File: config.mk
export PLATFORM = sky130hd
export DESIGN_NAME = synth_test_output_mux
export DESIGN_NICKNAME = d
export VERILOG_FILES = /design/src/rtl/aux_clock_gen.v /design/src/rtl/pin_sync.v /design/src/rtl/synth_test_output_mux.v
export VERILOG_INCLUDE_DIRS = /design/src /design/src/common
export SDC_FILE = /design/constraint.sdc
export NUM_CORES = 1
export LEC_CHECK = 0
export BUFFER_PORTS_ARGS = -buffer_cell sky130_fd_sc_hd__buf_4
export CORE_MARGIN = 1.5
export CORE_UTILIZATION = 58
export DETAILED_ROUTE_END_ITERATION = 6
export MAX_ROUTING_LAYER = met4
export PLACE_DENSITY_LB_ADDON = 0.15
export SYNTH_ARGS = -nofsm -noshare
export SYNTH_HDL_FRONTEND = slang
export SYNTH_SLANG_ARGS = --single-unit
File: constraint.sdc
create_clock -name REF_CLK -period 3.4 [get_ports REF_CLK]
set_input_delay 0.85 -clock REF_CLK [delete_from_list [all_inputs] [get_ports REF_CLK]]
set_output_delay 0.85 -clock REF_CLK [all_outputs]
set_load 0.02 [all_outputs]
File: src/common/test_mux_defs.vh
// Function
// - Selector code 0 drives the three pins from the static 3-bit field
// - Selector code 1 puts buffered crystal reference on pin 3
// - Selector code 1 puts reference divider on pin 2, prescaler on pin 1
// - Selector is four bits at 3:0 of output config register
// - Code 2: lock window pin 1, detector up pin 3, down pin 2
// - Code 3: ref faster pin 3, VCO faster pin 2, max-gain strobe pin 1
// - Slip indicators live during pull-in; max-gain strobe holds until lock
// - Fractional register write makes synchronized strobe starting modulator update
// - Code 4: frequency strobe pin 1, ref divider pin 2, sine ref pin 3
// - Code 6: top three first-accumulator bits on pins 3 to 1
// - Code 7: aux clock pin 3, ring oscillator pin 2, modulator clock pin 1
// - Aux clock source selects VCO clocks, crystal clocks or ring oscillator
// - Aux clock delay from bits 3:2, even divide 2 to 16 from bits 6:4
// - Code 10: three low modulator output bits on pins 3 to 1
// - Detector control bit 0 inverts phase detector sense
// - Detector control bit 1 clear masks up output
// - Detector control bit 2 clear masks down output
// - Both enables clear tri-states charge pump, rest keeps running
`ifndef TEST_MUX_DEFS_VH
`define TEST_MUX_DEFS_VH

// Register offsets
`define ADDR_PD_CTRL     5'h05
`define ADDR_AUX_CFG     5'h18
`define ADDR_AUX_SRC     5'h19
`define ADDR_OUT_CFG     5'h1b
`define ADDR_FRAC        5'h0c
`define ADDR_STATUS      5'h1f

// Field positions
`define SEL_LSB          0
`define SEL_MSB          3
`define STATIC_LSB       4
`define STATIC_MSB       6
`define PD_INV_BIT       0
`define PD_UP_EN_BIT     1
`define PD_DN_EN_BIT     2
`define AUX_DLY_LSB      2
`define AUX_DLY_MSB      3
`define AUX_DIV_LSB      4
`define AUX_DIV_MSB      6
`define AUX_SRC_LSB      0
`define AUX_SRC_MSB      1

// Reset values
`define RST_OUT_CFG      7'h00
`define RST_PD_CTRL      3'h6
`define RST_AUX_CFG      7'h00
`define RST_AUX_SRC      2'h0
`define RST_FRAC         24'h000000

// Selector codes
`define SEL_STATIC       4'h0
`define SEL_DIVIDERS     4'h1
`define SEL_LOCKWIN      4'h2
`define SEL_SLIP         4'h3
`define SEL_FRAC_STB     4'h4
`define SEL_ACCUM        4'h6
`define SEL_AUX          4'h7
`define SEL_MOD_OUT      4'ha

// Aux clock sources
`define AUX_SRC_VCO      2'h0
`define AUX_SRC_XTAL     2'h1
`define AUX_SRC_RING     2'h2

`endif

File: src/rtl/aux_clock_gen.v
`timescale 1ns/100ps
`include "test_mux_defs.vh"
module aux_clock_gen
(
	input  wire       clk,
	input  wire       rst,
	input  wire [1:0] src_sel,
	input  wire [1:0] delay_sel,
	input  wire [2:0] div_sel,
	input  wire       vco_clk,
	input  wire       xtal_clk,
	input  wire       ring_clk,
	output reg        aux_out
);

	reg       src;
	reg [3:0] cnt;
	reg       div_q;
	reg [2:0] dly;
	wire [3:0] half;

	// Half period of even divide 2..16
	assign half = {1'b0, div_sel} + 4'h1;

	// Source pick
	always @*
	begin
		case (src_sel)
			`AUX_SRC_VCO:  src = vco_clk;
			`AUX_SRC_XTAL: src = xtal_clk;
			`AUX_SRC_RING: src = ring_clk;
			default:       src = 1'b0;
		endcase
	end

	// Divider on rising samples of the source
	reg src_d;
	always @(posedge clk)
	begin
		if (rst)
		begin
			src_d <= 1'b0;
			cnt   <= 4'h0;
			div_q <= 1'b0;
			dly   <= 3'h0;
			aux_out <= 1'b0;
		end
		else
		begin
			src_d <= src;
			if (src & ~src_d)
			begin
				if (cnt + 4'h1 >= half)
				begin
					cnt   <= 4'h0;
					div_q <= ~div_q;
				end
				else
					cnt <= cnt + 4'h1;
			end
			dly <= {dly[1:0], div_q};
			// Delay tap select
			case (delay_sel)
				2'h0:    aux_out <= div_q;
				2'h1:    aux_out <= dly[0];
				2'h2:    aux_out <= dly[1];
				default: aux_out <= dly[2];
			endcase
		end
	end

endmodule

File: src/rtl/pin_sync.v
`timescale 1ns/100ps
module pin_sync
#(
	parameter WIDTH = 1
)
(
	input  wire             clk,
	input  wire             rst,
	input  wire [WIDTH-1:0] d,
	output reg  [WIDTH-1:0] q
);

	reg [WIDTH-1:0] meta;

	// Two-stage synchroniser
	always @(posedge clk)
	begin
		if (rst)
		begin
			meta <= {WIDTH{1'b0}};
			q    <= {WIDTH{1'b0}};
		end
		else
		begin
			meta <= d;
			q    <= meta;
		end
	end

endmodule

File: src/rtl/synth_test_output_mux.v
`timescale 1ns/100ps
`include "test_mux_defs.vh"
module synth_test_output_mux
(
	input  wire        REF_CLK,
	input  wire        RST,
	input  wire [4:0]  ADDR,
	input  wire [31:0] WDATA,
	input  wire        WR,
	input  wire        RD,
	output reg  [31:0] RDATA,
	input  wire        XTAL_REF,
	input  wire        SINE_REF,
	input  wire        REF_DIV_OUT,
	input  wire        PRESCALER_OUT,
	input  wire        LOCK_WINDOW,
	input  wire        PD_UP,
	input  wire        PD_DN,
	input  wire        REF_FASTER,
	input  wire        VCO_FASTER,
	input  wire        MAX_GAIN,
	input  wire        LOCKED,
	input  wire [2:0]  ACCUM_MSB,
	input  wire [2:0]  MOD_OUT_LSB,
	input  wire        RING_OSC,
	input  wire        MOD_CLK,
	input  wire        VCO_CLK,
	output reg         TEST_PIN_1,
	output reg         TEST_PIN_2,
	output reg         TEST_PIN_3,
	output reg         CP_UP,
	output reg         CP_DN,
	output reg         CP_OE,
	output reg  [23:0] FRAC_VALUE,
	output reg         FRAC_UPDATE
);

	////////////////////////////////////////////////////////////////
	// Registers
	reg [6:0]  out_cfg;
	reg [2:0]  pd_ctrl;
	reg [6:0]  aux_cfg;
	reg [1:0]  aux_src;
	reg [23:0] frac;
	reg        frac_req;
	reg        frac_ack;
	reg        hold_gain;
	wire [3:0] sel;
	wire       aux_clk;

	// Synchronised pin inputs
	wire [19:0] raw_in;
	wire [19:0] s;
	assign raw_in = {VCO_CLK, MOD_CLK, RING_OSC, MOD_OUT_LSB, ACCUM_MSB,
		LOCKED, MAX_GAIN, VCO_FASTER, REF_FASTER, PD_DN, PD_UP,
		LOCK_WINDOW, PRESCALER_OUT, REF_DIV_OUT, SINE_REF, XTAL_REF};

	pin_sync #(.WIDTH(20)) u_sync
	(
		.clk (REF_CLK),
		.rst (RST),
		.d   (raw_in),
		.q   (s)
	);

	wire xtal   = s[0];
	wire sine   = s[1];
	wire refdiv = s[2];
	wire presc  = s[3];
	wire lkwin  = s[4];
	wire up_raw = s[5];
	wire dn_raw = s[6];
	wire rfast  = s[7];
	wire vfast  = s[8];
	wire maxg   = s[9];
	wire lockd  = s[10];
	wire [2:0] acc  = s[13:11];
	wire [2:0] modo = s[16:14];
	wire ring   = s[17];
	wire mclk   = s[18];
	wire vclk   = s[19];

	assign sel = out_cfg[`SEL_MSB:`SEL_LSB];

	aux_clock_gen u_aux
	(
		.clk       (REF_CLK),
		.rst       (RST),
		.src_sel   (aux_src),
		.delay_sel (aux_cfg[`AUX_DLY_MSB:`AUX_DLY_LSB]),
		.div_sel   (aux_cfg[`AUX_DIV_MSB:`AUX_DIV_LSB]),
		.vco_clk   (vclk),
		.xtal_clk  (xtal),
		.ring_clk  (ring),
		.aux_out   (aux_clk)
	);

	////////////////////////////////////////////////////////////////
	// Register writes and fractional strobe
	always @(posedge REF_CLK)
	begin
		if (RST)
		begin
			out_cfg  <= `RST_OUT_CFG;
			pd_ctrl  <= `RST_PD_CTRL;
			aux_cfg  <= `RST_AUX_CFG;
			aux_src  <= `RST_AUX_SRC;
			frac     <= `RST_FRAC;
			frac_req <= 1'b0;
		end
		else
		begin
			frac_req <= 1'b0;
			if (WR)
			begin
				case (ADDR)
					`ADDR_OUT_CFG: out_cfg <= WDATA[6:0];
					`ADDR_PD_CTRL: pd_ctrl <= WDATA[2:0];
					`ADDR_AUX_CFG: aux_cfg <= WDATA[6:0];
					`ADDR_AUX_SRC: aux_src <= WDATA[1:0];
					`ADDR_FRAC:
					begin
						frac     <= WDATA[23:0];
						frac_req <= 1'b1;
					end
					default: ;
				endcase
			end
		end
	end

	// Strobe and modulator load in the same cycle, aligned to the reference divider rising edge
	reg refdiv_d;
	always @(posedge REF_CLK)
	begin
		if (RST)
		begin
			frac_ack    <= 1'b0;
			refdiv_d    <= 1'b0;
			FRAC_UPDATE <= 1'b0;
			FRAC_VALUE  <= `RST_FRAC;
		end
		else
		begin
			refdiv_d    <= refdiv;
			FRAC_UPDATE <= 1'b0;
			if (frac_req)
				frac_ack <= 1'b1;
			else if (frac_ack & refdiv & ~refdiv_d)
			begin
				frac_ack    <= 1'b0;
				FRAC_UPDATE <= 1'b1;
				FRAC_VALUE  <= frac;
			end
		end
	end

	// Max-gain hold until locked
	always @(posedge REF_CLK)
	begin
		if (RST)
			hold_gain <= 1'b0;
		else if (maxg)
			hold_gain <= 1'b1;
		else if (lockd)
			hold_gain <= 1'b0;
	end

	////////////////////////////////////////////////////////////////
	// Phase detector gating
	wire up_i = pd_ctrl[`PD_INV_BIT] ? dn_raw : up_raw;
	wire dn_i = pd_ctrl[`PD_INV_BIT] ? up_raw : dn_raw;

	always @(posedge REF_CLK)
	begin
		if (RST)
		begin
			CP_UP <= 1'b0;
			CP_DN <= 1'b0;
			CP_OE <= 1'b0;
		end
		else
		begin
			CP_UP <= up_i & pd_ctrl[`PD_UP_EN_BIT];
			CP_DN <= dn_i & pd_ctrl[`PD_DN_EN_BIT];
			CP_OE <= pd_ctrl[`PD_UP_EN_BIT] | pd_ctrl[`PD_DN_EN_BIT];
		end
	end

	////////////////////////////////////////////////////////////////
	// Test pin mux
	reg [2:0] next_pins;
	always @*
	begin
		case (sel)
			`SEL_STATIC:   next_pins = out_cfg[`STATIC_MSB:`STATIC_LSB];
			`SEL_DIVIDERS: next_pins = {xtal, refdiv, presc};
			`SEL_LOCKWIN:  next_pins = {up_i, dn_i, lkwin};
			`SEL_SLIP:     next_pins = {rfast, vfast, maxg | hold_gain};
			`SEL_FRAC_STB: next_pins = {sine, refdiv, FRAC_UPDATE};
			`SEL_ACCUM:    next_pins = acc;
			`SEL_AUX:      next_pins = {aux_clk, ring, mclk};
			`SEL_MOD_OUT:  next_pins = modo;
			default:       next_pins = 3'h0;
		endcase
	end

	always @(posedge REF_CLK)
	begin
		if (RST)
		begin
			TEST_PIN_1 <= 1'b0;
			TEST_PIN_2 <= 1'b0;
			TEST_PIN_3 <= 1'b0;
		end
		else
		begin
			TEST_PIN_3 <= next_pins[2];
			TEST_PIN_2 <= next_pins[1];
			TEST_PIN_1 <= next_pins[0];
		end
	end

	////////////////////////////////////////////////////////////////
	// Read port, data one cycle after strobe
	always @(posedge REF_CLK)
	begin
		if (RST)
			RDATA <= 32'h00000000;
		else if (RD)
		begin
			case (ADDR)
				`ADDR_OUT_CFG: RDATA <= {25'h0, out_cfg};
				`ADDR_PD_CTRL: RDATA <= {29'h0, pd_ctrl};
				`ADDR_AUX_CFG: RDATA <= {25'h0, aux_cfg};
				`ADDR_AUX_SRC: RDATA <= {30'h0, aux_src};
				`ADDR_FRAC:    RDATA <= {8'h00, frac};
				`ADDR_STATUS:  RDATA <= {28'h0000000, hold_gain, frac_ack,
					lockd, CP_OE};
				default:       RDATA <= 32'h00000000;
			endcase
		end
		else
			RDATA <= 32'h00000000;
	end

endmodule

After elaboration in Yosys (flattened, before gate mapping) --
Index checks and enable logic that the tools add are counted.
Operators by class: reductions and logical operators 15, multiplexer cells 13, bitwise logic cells 13, eq/ne operators 17, order comparisons 1, add/sub/neg operators 2
Operators with widths (number):
- $pmux W24 S6 | 1
- $pmux W3 S8 | 1
- $eq A5 B5 Y1 const B | 4
- $reduce_and A2 Y1 | 7
- $eq A4 B3 Y1 const B | 3
- $eq A4 B2 Y1 const B | 2
- $mux W1 | 8
- $not A1 Y1 | 6
- $pmux W1 S3 | 2
- $reduce_or A2 Y1 | 3
- $and A1 B1 Y1 | 5
- $eq A5 B3 Y1 const B | 1
- $eq A5 B4 Y1 const B | 1
- $add A3 B1 Y4 const B | 1
- $add A4 B1 Y4 const B | 1
- $eq A2 B1 Y1 const B | 2
- $eq A2 B2 Y1 const B | 2
- $eq A4 B1 Y1 const B | 1
- $eq A4 B4 Y1 const B | 1
- $ge A4 B4 Y1 | 1
- $logic_not A2 Y1 | 2
- $logic_not A4 Y1 | 1
- $mux W4 | 1
- $reduce_bool A2 Y1 | 2
- $or A1 B1 Y1 | 2
Word-level totals: bits in registers 160, output and inout port bits 63, logic and storage cells 86

Longest topological paths before layout --
depth in word-level cells 4, gate-level depth with buffers 8, mapped depth without buffers 8

Cells and area by module --
A second synthesis with hierarchy kept.
Second synthesis, totals: cell total of the unflattened synthesis 612, area total of the unflattened synthesis 5814.3 sq um
Modules (own cells, without submodules):
- synth_test_output_mux | cells an instance 466, times used 1, area an instance 4053.9 sq um
- pin_sync | cells an instance 84, times used 1, area an instance 1156.1 sq um
- aux_clock_gen | cells an instance 62, times used 1, area an instance 604.3 sq um

Worst setup path after synthesis --
No wires, ideal clock.
path kind input port to flip-flop, start point input ADDR[2], end point register out_cfg[0], stages 7, required time 3272 ps, path slack 1312 ps, arrival time 1960 ps, cells stage by stage buf_4 nand3b_1 nor2_2 and2_1 buf_6 mux2i_1 nor2_1
Between the ends: cells in the longest elaborated chain, start to end 2
Ends and longest elaborated chain:
- start, declared | line synth_test_output_mux.v:7 | input wire [4:0] ADDR,
- $eq A5 B5 Y1 | line synth_test_output_mux.v:116 | case (ADDR)
- $reduce_and A2 Y1 (no source line)
- end signal, assigned | line synth_test_output_mux.v:104 | out_cfg <= `RST_OUT_CFG;
- end signal, assigned | line synth_test_output_mux.v:117 | `ADDR_OUT_CFG: out_cfg <= WDATA[6:0];
- end, declared | line synth_test_output_mux.v:40 | reg [6:0] out_cfg;
Every way passes these cells. A chain may end at the register's enable or synchronous reset.

Worst setup path in the final report --
start point register u_aux.cnt[0], end point register u_aux.div_q
Between the ends: cells in the longest elaborated chain, start to end 3
Ends and longest elaborated chain:
- start, declared | line aux_clock_gen.v:17 | reg [3:0] cnt;
- start signal, assigned | line aux_clock_gen.v:59 | cnt <= cnt + 4'h1;
- $add A4 B1 Y4 | line aux_clock_gen.v:53 | if (cnt + 4'h1 >= half)
- $ge A4 B4 Y1 | line aux_clock_gen.v:53
- $reduce_and A2 Y1 (no source line)
- end signal, assigned | line aux_clock_gen.v:56 | div_q <= ~div_q;
- end, declared | line aux_clock_gen.v:18 | reg div_q;
Every way passes these cells.

==> results.py <==
metrics = {
    "global_route": {
        "overflow": 0,
        "antenna_found_initial": 0,
        "grt_pass1_vias": 3913,
        "grt_pass1_wl_um": 18700,
        "grt_max_degree": 88,
        "grtUsageTotal": 0.243,
    },
    "power": {
        "irDropWorstVdd_uv": 356,
        "powerDensity_nw_per_um2": 539,
        "total_power_mw": 3.75,
        "power.leakage_nw": 2.78,
    },
    "setup_path": {
        "start_kind": "flip-flop",
        "worstRegToRegCells": 8,
        "critical_path_required_ps": 3860,
        "critPathKind": "reg -> reg",
        "rrSetupSlack_ps": 1250,
        "crit_start": "u_aux.cnt[0]",
        "reg2reg_from": "u_aux.cnt[0]",
        "crit_path_max_fanout": 6,
        "endpoint": "u_aux.div_q",
        "cp-end-kind": "flip-flop",
        "critical_path.top_delay_family": "simple AND/OR/NAND/NOR gates",
        "cp_common_cell": "ha_1",
        "cpPeakStageDelay_ps": 430,
        "crit_buf_inv": 0,
        "path_cells": "ha_1 -> nor2b_1 -> nand2b_1 -> ha_1 -> nor3_1 -> or3_1 -> or4_1 -> nand2_1",
        "cp.depth": 8,
        "worst_ep_arrival_time_ps": 2610,
        "crit_path_top_delay_cell": "or3_1",
        "timing.rr.end": "u_aux.div_q",
    },
    "logic_synthesis": {
        "synth.avg_cell_area_um2": 9.40,
        "synth_area_leaders": "dfxtp_1 (54%), nand2_1 (7.5%), a21oi_1 (5.5%), nor2b_1 (5.3%), mux2i_1 (5.2%)",
        "synth_edf_count": 0,
        "synthesis.instances": 595,
        "synth_top_area_cell": "dfxtp_1",
        "synth_top_area_share": 0.544,
        "yosysWarnings": 0,
        "async_flop_share": 0,
        "synthDistinctLibCells": 58,
        "syn-cell-area_um2": 5590,
        "seq_area_frac_synth": 0.544,
        "synth_ff_type": "dfxtp_1",
        "ys_seq_elements": 152,
    },
    "clock_tree": {
        "clk_path_buf_depth": 2,
        "cts.sinks": 152,
        "postCtsSetupBuffers": 0,
        "cts.clk_slew.worst_paths_ps": 70,
        "cts_resized": 0,
        "hold_buffers": 0,
        "clkLatencyLatePin_ps": 520,
        "cts_root_buffer": "clkbuf_8",
        "cts_tree": "done",
        "h-tree-depth": 4,
        "cts_buffers": 17,
    },
    "placement": {
        "place.gp.congestion": 0.876,
        "port-buffer-count": 107,
        "dp_hpwl_um": 7760,
    },
    "sta": {
        "finalHoldViolCount": 0,
        "whs_ps": 432,
        "relSlewSlack": 0.413,
        "drv_slew": 0,
        "fin_skew_ps": 8.14,
        "tightestPinTransition_ps": 880,
        "rsz0062_at_grt": "false",
        "final.setup.tns_ps": 0,
        "setup_viol": 0,
        "fin_crit_sh": 0.632,
        "max_freq_mhz": 465,
        "finalCriticalPeriod_ps": 2150,
    },
    "die": {
        "die_w_um": 101,
        "dieArea_um2": 10200,
        "core_area_um2": 9280,
        "die_h_um": 101,
        "ios": 124,
        "initial_core_util": 0.602,
        "rows": 35,
    },
    "routing": {
        "vias_per_cell": 5.13,
        "route.detailed.drc": 0,
        "vias": 4251,
        "drtIter0Drc": 239,
        "drt_wl_total_um": 11600,
        "wl_per_cell_um": 14.1,
        "ant_nets": 0,
        "firstDrtPassIters": 4,
    },
    "min_path": {
        "hp-class": "reg -> reg",
    },
    "final_layout": {
        "insertedDiodeCount": 0,
        "fillers": 700,
        "syn_to_final_growth_pct": 24.5,
        "final_util": 0.750,
        "num-nets-final": 754,
        "final_layout_size_suffix_gt1_frac": 0.226,
    },
    "flow_run": {
        "drv_cap": 0,
    },
    "status": {
        "status": "finished clean",
    },
}
-- stage by stage --
stage / std cells / setup WS [ps] / instance area [um2]
floorplan: 602 / 1310 / 5620
global placement: 797 / 983 / 6400
detailed placement: 797 / 916 / 6400
CTS: 829 / 1270 / 6960
global route: 829 / 1120 / 6960
finish: 829 / 1250 / 6960
-- cells in the mapped netlist (all sizes together), types with 7 or more instances --
| cell type | instances |
|---|---|
| nand2 | 114 |
| buf | 23 |
| clkbuf | 22 |
| dfxtp | 152 |
| nor2b | 47 |
| nor2 | 37 |
| a21oi | 62 |
| and2 | 19 |
| nand2b | 7 |
| mux2i | 29 |
| inv | 7 |
-- report_power, final --
group	leakage (nW)	total, mW	switching [mW]	internal [mW]
Combinational	1.27	0.156	0.0808	0.0749
Clock	0.280	1.77	0.763	1.01
Sequential	1.23	1.83	0.0136	1.81
Total	2.78	3.75	0.857	2.90
-- layer usage --
| layer | wire, um | vias up | global-route usage | share of wire |
|---|---|---|---|---|
| li1 | - | 2147 | - | - |
| met1 | 5230 | 1968 | 0.307 | 0.45 |
| met2 | 5720 | 120 | 0.387 | 0.49 |
| met3 | 554 | 16 | 0.0587 | 0.048 |
| met4 | 142 | 0 | 0.0769 | 0.012 |
| met5 | 0 | - | - | 0 |
-- cell type report --
cell class	instances	area (um2)	share of cell area
inverters	7	26.3	0.00377
clock inverters	14	140	0.0201
well taps	129	161	0.0232
clock buffers	18	428	0.0614
multi-input cells	398	2330	0.335
repair buffers	111	833	0.120
flip-flops and latches	152	3040	0.437
-- kinds of logic after synthesis --
| logic type | after synthesis | share of synthesized area |
|---|---|---|
| compound gates | 94 | 0.0996 |
| buf+inv | 52 | 0.0463 |
| other cells | 1 | 0.000670 |
| simple gates | 256 | 0.233 |
| fa+ha+maj | 6 | 0.0134 |
| xor+xnor | 2 | 0.00313 |
| flops | 152 | 0.544 |
| mux | 32 | 0.0600 |
-- worst min path at each step --
| stage | from | endpoint | slack, ps | depth (start not counted) |
|---|---|---|---|---|
| 2_1_floorplan | u_sync.meta[0] | u_sync.q[0] | 410 | 1 |
| 3_3_place_gp | u_sync.meta[9] | u_sync.q[9] | 420 | 1 |
| 3_5_place_dp | u_sync.meta[19] | u_sync.q[19] | 430 | 1 |
| 4_1_cts | u_sync.meta[3] | u_sync.q[3] | 440 | 1 |
| 5_1_grt | u_sync.meta[3] | u_sync.q[3] | 460 | 1 |
| 6_report | u_sync.meta[3] | u_sync.q[3] | 430 | 1 |
-- cells in the final DEF, fill, tap and decap left out, drive strengths merged, types with 3 or more instances in the layout --
cell type / n
dfxtp: 152
nand2: 114
buf: 111
a21oi: 62
nor2b: 47
nor2: 37
mux2i: 29
and2: 19
clkbuf: 18
inv: 13
conb: 8
nand2b: 7
o21ai: 6
ha: 6
nor3: 6
clkinv: 6
nand3: 5
and3: 4
a22oi: 3
o32ai: 3
nor4b: 3
-- flip-flops by register name, indices dropped and copies added (netlist names), 4 cells and up --
register	count
u_sync.meta	20
RDATA	24
aux_cfg	7
out_cfg	7
FRAC_VALUE	24
frac	24
u_aux.cnt	4
u_sync.q	20
No activity file was read; power rests on OpenSTA's default activity.
